## src/ext_irq_pkg.sv

```systemverilog
package ext_irq_pkg;

    // Register word addresses (byte offsets on APB)
    localparam logic [11:0] ADDR_SENSE_CTRL = 12'h000;
    localparam logic [11:0] ADDR_ENABLE     = 12'h004;
    localparam logic [11:0] ADDR_EXT_FLAGS  = 12'h008;
    localparam logic [11:0] ADDR_PC_CTRL    = 12'h00C;
    localparam logic [11:0] ADDR_PC_FLAGS   = 12'h010;
    localparam logic [11:0] ADDR_PC_HI_MASK = 12'h014;
    localparam logic [11:0] ADDR_PC_LO_MASK = 12'h018;
    localparam logic [11:0] ADDR_CORE_CTRL  = 12'h01C;
    localparam logic [11:0] ADDR_PIN_STATUS = 12'h020;

    // Field positions
    localparam int SENSE_A_LSB = 0;
    localparam int SENSE_B_LSB = 2;
    localparam int SENSE_W     = 4;
    localparam int BIT_A       = 0;
    localparam int BIT_B       = 1;
    localparam int BIT_LO      = 0;
    localparam int BIT_HI      = 1;
    localparam int BIT_GIE     = 0;

    // Reset values
    localparam logic [3:0] SENSE_RST  = 4'h0;
    localparam logic [1:0] ENABLE_RST = 2'h0;
    localparam logic [1:0] FLAGS_RST  = 2'h0;
    localparam logic [7:0] MASK_RST   = 8'h00;
    localparam logic       GIE_RST    = 1'b0;

    typedef enum logic [1:0] {
        SENSE_LOW     = 2'b00,
        SENSE_CHANGE  = 2'b01,
        SENSE_FALLING = 2'b10,
        SENSE_RISING  = 2'b11
    } sense_e;

endpackage

```

## src/ext_irq.sv

```systemverilog
`timescale 1ns/1ps
module ext_irq
    import ext_irq_pkg::*;
(
    // Clock and reset
    input  wire logic        mclk,
    input  wire logic        rst_b,
    // APB slave
    input  wire logic        psel,
    input  wire logic        penable,
    input  wire logic        pwrite,
    input  wire logic [11:0] paddr,
    input  wire logic [31:0] pwdata,
    output logic [31:0]      prdata,
    output logic             pready,
    output logic             pslverr,
    // External pins
    input  wire logic [1:0]  ext_irq_pins,
    input  wire logic [15:0] pin_change_inputs,
    // Core interrupt logic
    input  wire logic [1:0]  ext_irq_ack,
    input  wire logic [1:0]  pin_change_ack,
    output logic             ext_irq_a_req,
    output logic             ext_irq_b_req,
    output logic             pin_change_group_lo_irq,
    output logic             pin_change_group_hi_irq,
    output logic             wake_req
);

    // ****************************************************************
    // Reset release and pin synchronisers
    // ****************************************************************
    logic [1:0]  rst_sync_reg;
    logic        rst_n;
    logic [1:0]  ext_meta_reg;
    logic [1:0]  ext_sync_reg;
    logic [1:0]  ext_prev_reg;
    logic [15:0] pc_meta_reg;
    logic [15:0] pc_sync_reg;
    logic [15:0] pc_prev_reg;
    logic [15:0] pc_ref_reg;

    always_ff @(posedge mclk or negedge rst_b) begin
        if (!rst_b) begin
            rst_sync_reg <= 2'h0;
        end else begin
            rst_sync_reg <= {rst_sync_reg[0], 1'b1};
        end
    end
    assign rst_n = rst_sync_reg[1];

    // Pins are read from the pad, so output-driven pins trigger as well
    always_ff @(posedge mclk or negedge rst_n) begin
        if (!rst_n) begin
            ext_meta_reg <= 2'h3;
            ext_sync_reg <= 2'h3;
            ext_prev_reg <= 2'h3;
            pc_meta_reg  <= 16'h0000;
            pc_sync_reg  <= 16'h0000;
            pc_prev_reg  <= 16'h0000;
        end else begin
            ext_meta_reg <= ext_irq_pins;
            ext_sync_reg <= ext_meta_reg;
            ext_prev_reg <= ext_sync_reg;
            pc_meta_reg  <= pin_change_inputs;
            pc_sync_reg  <= pc_meta_reg;
            pc_prev_reg  <= pc_sync_reg;
        end
    end

    // ****************************************************************
    // Registers
    // ****************************************************************
    logic [3:0] sense_reg;
    logic [1:0] enable_reg;
    logic [1:0] ext_flag_reg;
    logic [1:0] pc_ctrl_reg;
    logic [1:0] pc_flag_reg;
    logic [7:0] pc_hi_mask_reg;
    logic [7:0] pc_lo_mask_reg;
    logic       gie_reg;
    logic       wr_en;
    logic       rd_en;

    assign wr_en = psel && penable && pwrite;
    assign rd_en = psel && !penable && !pwrite;

    function automatic sense_e sense_of(input logic [3:0] s, input int p);
        return sense_e'(s[p*2 +: 2]);
    endfunction

    function automatic logic hit(input sense_e m, input logic now,
                                 input logic prev);
        unique case (m)
            SENSE_LOW:     hit = 1'b0;
            SENSE_CHANGE:  hit = now ^ prev;
            SENSE_FALLING: hit = prev & ~now;
            SENSE_RISING:  hit = now & ~prev;
        endcase
    endfunction

    always_ff @(posedge mclk or negedge rst_n) begin
        if (!rst_n) begin
            sense_reg      <= SENSE_RST;
            enable_reg     <= ENABLE_RST;
            pc_ctrl_reg    <= ENABLE_RST;
            pc_hi_mask_reg <= MASK_RST;
            pc_lo_mask_reg <= MASK_RST;
            gie_reg        <= GIE_RST;
        end else if (wr_en) begin
            unique case (paddr)
                ADDR_SENSE_CTRL: sense_reg      <= pwdata[SENSE_W-1:0];
                ADDR_ENABLE:     enable_reg     <= pwdata[1:0];
                ADDR_PC_CTRL:    pc_ctrl_reg    <= pwdata[1:0];
                ADDR_PC_HI_MASK: pc_hi_mask_reg <= pwdata[7:0];
                ADDR_PC_LO_MASK: pc_lo_mask_reg <= pwdata[7:0];
                ADDR_CORE_CTRL:  gie_reg        <= pwdata[BIT_GIE];
                default: ;
            endcase
        end
    end

    // ****************************************************************
    // Dedicated pin detection
    // ****************************************************************
    logic [1:0] ext_hit;
    logic [1:0] ext_clr;
    logic [1:0] ext_level;

    always_comb begin
        for (int p = 0; p < 2; p++) begin
            // Edges only from sampled history, so clock is required
            ext_hit[p] = hit(sense_of(sense_reg, p), ext_sync_reg[p],
                             ext_prev_reg[p]);
            ext_level[p] = (sense_of(sense_reg, p) == SENSE_LOW);
            ext_clr[p] = ext_irq_ack[p] ||
                         (wr_en && paddr == ADDR_EXT_FLAGS && pwdata[p]);
        end
    end

    // Set beats clear; level mode keeps the flag at zero
    always_ff @(posedge mclk or negedge rst_n) begin
        if (!rst_n) begin
            ext_flag_reg <= FLAGS_RST;
        end else begin
            for (int p = 0; p < 2; p++) begin
                if (ext_level[p]) begin
                    ext_flag_reg[p] <= 1'b0;
                end else if (ext_hit[p]) begin
                    ext_flag_reg[p] <= 1'b1;
                end else if (ext_clr[p]) begin
                    ext_flag_reg[p] <= 1'b0;
                end
            end
        end
    end

    // ****************************************************************
    // Pin-change groups
    // ****************************************************************
    logic [15:0] pc_toggle;
    logic [1:0]  pc_hit;
    logic [1:0]  pc_clr;

    assign pc_toggle = pc_sync_reg ^ pc_prev_reg;
    assign pc_hit[BIT_HI] =
        |(pc_toggle[15:8] & pc_hi_mask_reg);
    assign pc_hit[BIT_LO] =
        |(pc_toggle[7:0] & pc_lo_mask_reg);

    always_comb begin
        for (int g = 0; g < 2; g++) begin
            pc_clr[g] = pin_change_ack[g] ||
                        (wr_en && paddr == ADDR_PC_FLAGS && pwdata[g]);
        end
    end

    always_ff @(posedge mclk or negedge rst_n) begin
        if (!rst_n) begin
            pc_flag_reg <= FLAGS_RST;
        end else begin
            for (int g = 0; g < 2; g++) begin
                if (pc_hit[g]) begin
                    pc_flag_reg[g] <= 1'b1;
                end else if (pc_clr[g]) begin
                    pc_flag_reg[g] <= 1'b0;
                end
            end
        end
    end

    // ****************************************************************
    // Wake reference and unclocked wake term
    // ****************************************************************
    // Reference tracks pins while awake; a differing unmasked pin of an enabled group wakes unclocked
    always_ff @(posedge mclk or negedge rst_n) begin
        if (!rst_n) begin
            pc_ref_reg <= 16'h0000;
        end else begin
            pc_ref_reg <= pc_sync_reg;
        end
    end

    logic wake_async;
    logic wake_meta_reg;
    logic wake_reg;

    // Raw pins used only for wake; a stopped clock cannot sample them
    assign wake_async =
        (|((pin_change_inputs ^ pc_ref_reg) &
           {pc_hi_mask_reg & {8{pc_ctrl_reg[BIT_HI]}},
            pc_lo_mask_reg & {8{pc_ctrl_reg[BIT_LO]}}})) ||
        (enable_reg[BIT_A] && ext_level[BIT_A] && !ext_irq_pins[BIT_A]) ||
        (enable_reg[BIT_B] && ext_level[BIT_B] &&
         !ext_irq_pins[BIT_B]);

    // Registered for the flop-output rule; the power manager also sees the
    // unclocked term through its own path in a real chip
    always_ff @(posedge mclk or negedge rst_n) begin
        if (!rst_n) begin
            wake_meta_reg <= 1'b0;
            wake_reg      <= 1'b0;
        end else begin
            wake_meta_reg <= wake_async;
            wake_reg      <= wake_meta_reg;
        end
    end

    // ****************************************************************
    // Requests to the core
    // ****************************************************************
    logic [1:0] ext_req_next;
    logic [1:0] pc_req_next;

    always_comb begin
        for (int p = 0; p < 2; p++) begin
            // Level request uses the sampled pin: a level gone before the
            // clock runs again gives wake but no interrupt
            ext_req_next[p] = gie_reg && enable_reg[p] &&
                (ext_level[p] ? !ext_sync_reg[p]
                              : ext_flag_reg[p]);
            pc_req_next[p] = gie_reg && pc_ctrl_reg[p] &&
                             pc_flag_reg[p];
        end
    end

    always_ff @(posedge mclk or negedge rst_n) begin
        if (!rst_n) begin
            ext_irq_a_req           <= 1'b0;
            ext_irq_b_req           <= 1'b0;
            pin_change_group_lo_irq <= 1'b0;
            pin_change_group_hi_irq <= 1'b0;
            wake_req                <= 1'b0;
        end else begin
            ext_irq_a_req           <= ext_req_next[BIT_A];
            ext_irq_b_req           <= ext_req_next[BIT_B];
            pin_change_group_lo_irq <= pc_req_next[BIT_LO];
            pin_change_group_hi_irq <= pc_req_next[BIT_HI];
            wake_req                <= wake_reg;
        end
    end

    // ****************************************************************
    // APB read and answer
    // ****************************************************************
    // Read data is latched in setup, so the access phase ends at once
    always_ff @(posedge mclk or negedge rst_n) begin
        if (!rst_n) begin
            prdata  <= 32'h0000_0000;
            pready  <= 1'b0;
            pslverr <= 1'b0;
        end else begin
            pready  <= psel && !penable;
            pslverr <= 1'b0;
            if (psel && !penable) begin
                unique case (paddr)
                    ADDR_SENSE_CTRL, ADDR_ENABLE, ADDR_EXT_FLAGS,
                    ADDR_PC_CTRL, ADDR_PC_FLAGS, ADDR_PC_HI_MASK,
                    ADDR_PC_LO_MASK, ADDR_CORE_CTRL,
                    ADDR_PIN_STATUS: pslverr <= 1'b0;
                    default:         pslverr <= 1'b1;
                endcase
            end
            if (rd_en) begin
                unique case (paddr)
                    ADDR_SENSE_CTRL: prdata <= {28'h0, sense_reg};
                    ADDR_ENABLE:     prdata <= {30'h0, enable_reg};
                    ADDR_EXT_FLAGS:  prdata <= {30'h0, ext_flag_reg};
                    ADDR_PC_CTRL:    prdata <= {30'h0, pc_ctrl_reg};
                    ADDR_PC_FLAGS:   prdata <= {30'h0, pc_flag_reg};
                    ADDR_PC_HI_MASK: prdata <= {24'h0, pc_hi_mask_reg};
                    ADDR_PC_LO_MASK: prdata <= {24'h0, pc_lo_mask_reg};
                    ADDR_CORE_CTRL:  prdata <= {31'h0, gie_reg};
                    ADDR_PIN_STATUS: prdata <= {14'h0, ext_sync_reg,
                                                pc_sync_reg};
                    default:         prdata <= 32'h0000_0000;
                endcase
            end
        end
    end

endmodule // ext_irq

```

## config.mk

```make
export PLATFORM = sky130hd
export DESIGN_NAME = ext_irq
export DESIGN_NICKNAME = d
export VERILOG_FILES = /design/src/ext_irq_pkg.sv /design/src/ext_irq.sv
export SDC_FILE = /design/constraint.sdc
export NUM_CORES = 1
export LEC_CHECK = 0
export BUFFER_PORTS_ARGS = -buffer_cell sky130_fd_sc_hd__buf_2
export CORE_MARGIN = 1.5
export CORE_UTILIZATION = 48
export DETAILED_ROUTE_END_ITERATION = 7
export PLACE_DENSITY = 0.75
export SKIP_LAST_GASP = 1
export SYNTH_ARGS = -nofsm -noshare
export SYNTH_HDL_FRONTEND = slang
export SYNTH_SLANG_ARGS = --single-unit
export TNS_END_PERCENT = 100
```

## constraint.sdc

```tcl
create_clock -name mclk -period 3.3 [get_ports mclk]
set_input_delay 0.66 -clock mclk [delete_from_list [all_inputs] [get_ports mclk]]
set_output_delay 0.66 -clock mclk [all_outputs]
set_load 0.01 [all_outputs]
```

# [Word level (Yosys, flattened, before mapping)]
# Cells that the tools add are included.
[op_classes] n_eq_ne=14 n_mux=17 n_bitwise=17 n_reduce_logical=51
[ops] operator="one-hot mux 18 bit (9 select lines)" count=1
[ops] operator="== test 12 x 5 -> 1 bit, second input constant" count=4
[ops] operator="AND 8 bit" count=4
[ops] operator="bitwise XOR 16 bit" count=2
[ops] operator="== test 12 x 4 -> 1 bit, second input constant" count=2
[ops] operator="logical AND 1 bit" count=22
[ops] operator="AND 16 bit" count=1
[ops] operator="OR reduction 16 bit" count=1
[ops] operator="OR reduction 8 bit" count=2
[ops] operator="2-to-1 mux 1 bit" count=14
[ops] operator="== test 12 x 3 -> 1 bit, second input constant" count=1
[ops] operator="== test 12 x 6 -> 1 bit, second input constant" count=1
[ops] operator="logical NOT 12 bit" count=1
[ops] operator="AND reduction 2 bit" count=6
[ops] operator="OR reduction 9 bit" count=1
[ops] operator="== test 2 bit, second input constant" count=4
[ops] operator="one-hot mux 1 bit (4 select lines)" count=2
[ops] operator="logical NOT 1 bit" count=6
[ops] operator="logical OR 1 bit" count=6
[ops] operator="nonzero test 3 bit" count=2
[ops] operator="AND 1 bit" count=4
[ops] operator="== test 2 x 1 -> 1 bit, second input constant" count=2
[ops] operator="logical NOT 2 bit" count=2
[ops] operator="inverter 1 bit" count=4
[ops] operator="2 further kinds" count=4
[totals] ff_bits=126 inputBits=71 output_inout_bits=39

# [Longest topological paths before layout]
[logic_depth] word_depth=8 depth_mapped=6 mapped_depth_nobuf=6

# [Worst setup path before layout]
# Ideal clock, no wire load.
[synth_timing] path_kind="input to register" start="input paddr[7]" end="register pc_hi_mask_reg[0]" t_arrival_ns=2.442 t_required_ns=3.175 slack_ns=0.733 path_stages=5 path_buffers=1 cell_sequence="or4_1 buf_2 or2_1 nor4_4 mux2_2"
[synth_between] elab_chain_cells=2
[synth_lines] item="start, declared" line_no="ext_irq.sv:12" rtl="input wire logic [11:0] paddr,"
[synth_lines] item="== test 12 x 5 -> 1 bit" line_no="ext_irq.sv:111" rtl="unique case (paddr)"
[synth_lines] item="AND reduction 2 bit (no source line)"
[synth_lines] item="end signal, assigned" line_no="ext_irq.sv:115" rtl="ADDR_PC_HI_MASK: pc_hi_mask_reg <= pwdata[7:0];"
[synth_lines] item="end, declared" line_no="ext_irq.sv:79" rtl="logic [7:0] pc_hi_mask_reg;"
# Every way passes these cells.
# A chain may end at the register's enable or synchronous reset.

# [Worst setup path in the final report]
[layout_timing] start="input paddr[7]" end="register prdata[8]"
[layout_between] elab_chain_cells=2
[layout_lines] item="== test 12 x 6 -> 1 bit (tied with other cells)" line_no="ext_irq.sv:285" rtl="unique case (paddr)"
[layout_lines] item="one-hot mux 18 bit (9 select lines) (*)" line_no="ext_irq.sv:285"
[layout_lines] item="end signal, assigned" line_no="ext_irq.sv:286" rtl="ADDR_SENSE_CTRL: prdata <= {28'h0, sense_reg};"
[layout_lines] item="end signal, assigned" line_no="ext_irq.sv:287" rtl="ADDR_ENABLE: prdata <= {30'h0, enable_reg};"
[layout_lines] item="end signal, assigned" line_no="ext_irq.sv:288" rtl="ADDR_EXT_FLAGS: prdata <= {30'h0, ext_flag_reg};"
[layout_lines] item="end, declared" line_no="ext_irq.sv:14" rtl="output logic [31:0] prdata,"
# Mark *: on every way between the ends. The rest lies on a longest branch, timed or not.

==> impl_metrics.py <==
metrics = {
    "run_status": {
        "status": "completed",
    },
    "die": {
        "die_x_um": 101,
        "initial_utilization": 0.499,
        "rows": 35,
        "io-pin-count": 110,
        "die_area_mm2": 0.0103,
        "core_mm2": 0.00928,
        "fp.dieH_um": 101,
    },
    "timing": {
        "skew_ns": 0.00905,
        "finalCritPeriodShare": 0.787,
        "max_slew.worst_pin.slew_ns": 0.597,
        "max_slew_margin": 0.599,
        "rsz0062_at_grt": "no",
        "fin_tns_setup_ns": 0,
        "max_freq_mhz": 385,
        "holdWs_ns": 0.0681,
        "maxSlewViolCount": 0,
        "finalHoldViolations": 0,
        "period_needed_ns": 2.60,
        "setup_viol": 0,
    },
    "final_layout": {
        "seq_area_mm2": 0.00281,
        "regMostFlops": "prdata",
        "stdcell_count": 560,
        "fin_nets": 501,
        "fillCellCount": 789,
        "multi_input_area_mm2": 0.00169,
        "syn2layout_area_growth_pct": 14.3,
        "drive_gt1_frac": 0.311,
        "num_antenna_cells": 0,
        "largest_reg_flops": 18,
    },
    "synthesis": {
        "yosysMostFrequentCell": "dfrtp_1",
        "synth_top_area_share": 0.572,
        "yosys_warnings": 0,
        "yosysSeqAreaShare": 0.606,
        "ys.flop_type": "dfrtp_1",
        "synthTopCellsByCount": "dfrtp_1, xor2_1, mux2_2, a22oi_1",
        "synth.distinct_cells": 49,
        "synth_edf_count": 0,
        "async_flop_share": 1.00,
        "synth_cells": 351,
        "synth.area.top_cells": "dfrtp_1, mux2_2, xor2_1",
        "synth_seq_cells": 112,
        "synth_area_per_cell_um2": 13.2,
        "mappedNetlistArea_mm2": 0.00464,
        "synth_top_area_cell": "dfrtp_1",
    },
    "clock_tree": {
        "cts_tree": "done",
        "cts_buffers": 9,
        "cts_htree_levels": 3,
        "post_cts_buffers": 0,
        "clkTransAtPathRegs_ns": 0.09,
        "cts_buffer_depth": 2,
        "holdBufCountCts": 0,
        "clockRootBuffer": "clkbuf_8",
        "post_cts_resized": 0,
        "cts.sinks": 112,
        "insertion_delay_ns": 0.36,
    },
    "min_path": {
        "min-delay-path-class": "input pin to asynchronous set/reset pin",
    },
    "worst_setup_path": {
        "cp-start-kind": "input pin",
        "endpoint_kind": "register",
        "worst-path-max-fanout": 10,
        "criticalPathCategory": "input pin to register",
        "crit_arrival_ns": 2.89,
        "worst_ep_required_time_ns": 3.59,
    },
    "power_and_ir_drop": {
        "power.leakage_nw": 2.57,
        "p_per_area_mw_per_mm2": 464,
        "ir_drop_v": 0.000237,
    },
    "placement": {
        "dp_cells": 544,
        "place_congestion": 0.892,
        "place.port_buffers": 71,
        "dpl.hpwl_um": 7150,
    },
    "global_route": {
        "grt-ovfl-total": 0,
        "grt_usage": 0.202,
        "first_global_vias": 3098,
        "antenna_found_initial": 0,
        "grt_max_degree": 40,
        "grt_pass1_wl_um": 15700,
    },
    "drt": {
        "routedWlPerCell_um": 17.4,
        "drt-total-wl_um": 9740,
        "viasPerCell": 5.43,
        "vias": 3038,
        "drtIter0Drc": 131,
        "drtAntennaViolNets": 0,
        "first_pass_iters": 4,
        "post-route-drc-count": 0,
    },
    "flow_run": {
        "drv_cap": 0,
    },
}
layout by cell type (no fill, tap or decap), types with 3 or more instances in the layout:
cell	synthesis	layout
clkbuf_8	0	9
xor2_1	32	32
dfrtp_1	106	105
nand2_1	11	11
conb_1	2	15
buf_4	14	4
mux2i_1	3	3
and3_1	5	5
inv_1	9	9
nor2b_1	4	4
nor4_1	4	4
o21ai_0	9	9
a22oi_1	22	22
nand4_1	5	5
mux2_2	30	30
buf_2	4	71
a22o_1	14	14
dfstp_2	6	6
ha_1	4	4
clkbuf_1	6	3
nor2_1	8	8
nand3_1	3	3
a21oi_1	3	3
nor3_1	6	6
through the flow:
| step | worst slack, ns | area (um2) | util | power (mW) |
|---|---|---|---|---|
| floorplan | 0.733 | 4690 | - | 1.56 |
| global placement | 0.349 | 5090 | 0.548 | 1.61 |
| detailed placement | 0.327 | 5090 | 0.548 | 1.61 |
| CTS | 0.693 | 5300 | 0.571 | 2.49 |
| global route | 0.635 | 5300 | 0.571 | 2.56 |
| finish | 0.703 | 5300 | 0.571 | 2.46 |
layout make-up:
| cell class | instances | share of cell area |
|---|---|---|
| clock buffer | 12 | 0.0255 |
| clock inverter | 4 | 0.0144 |
| inverter | 9 | 0.00638 |
| multi-input combinational | 219 | 0.319 |
| sequential | 112 | 0.531 |
| tap | 129 | 0.0305 |
| timing repair buffer | 75 | 0.0727 |
final timing paths:
| kind | startpoint | end | slack [ns] | cells past startpoint |
|---|---|---|---|---|
| min in group mclk | pc_meta_reg[10]$_DFF_PN0_ | pc_sync_reg[10]$_DFF_PN0_ | 0.36 | 0 |
| max in group asynchronous | rst_sync_reg[1]$_DFF_PN0_ | ext_sync_reg[1]$_DFF_PN1_ | 2.14 | 1 |
| worst min-delay path | rst_b | rst_sync_reg[1]$_DFF_PN0_ | 0.07 | 1 |
| worst max register to register | ext_sync_reg[1]$_DFF_PN1_ | ext_flag_reg[1]$_DFFE_PN0P_ | 1.84 | 4 |
| worst min register to register | rst_sync_reg[1]$_DFF_PN0_ | pc_meta_reg[5]$_DFF_PN0_ | 0.28 | 0 |
| worst max-delay path | paddr[7] | prdata[8]$_DFFE_PN0P_ | 0.70 | 5 |
power breakdown:
group | total [mW] | internal (mW) | leakage, nW | switching [mW]
sequential | 1.45 | 1.41 | 1.43 | 0.0342
clock | 0.871 | 0.432 | 0.101 | 0.439
combinational | 0.141 | 0.0534 | 1.04 | 0.0881
worst max-delay path, stage by stage:
cell and delay (ns):
buf_2 0.09, or4_1 0.67, or4b_1 0.76, nor3_4 0.48, a22o_1 0.21
kinds of logic after synthesis:
group                      synth area share
muxes                                0.0842
DFF                                   0.606
other                               0.00162
and+or+nand+nor                      0.0872
xor gates and xnor gates             0.0605
adders and majority gates            0.0108
AOI/OAI and AO/OA                     0.110
buffers and inverters                0.0391
routing by layer:
metal,up-vias,GRT usage,share of wire
li1,1399,-,-
met1,1518,0.291,0.46
met2,111,0.316,0.47
met3,10,0.0428,0.057
met4,0,0.0545,0.0095
met5,-,0,0
No activity file was read; power rests on OpenSTA's default activity.
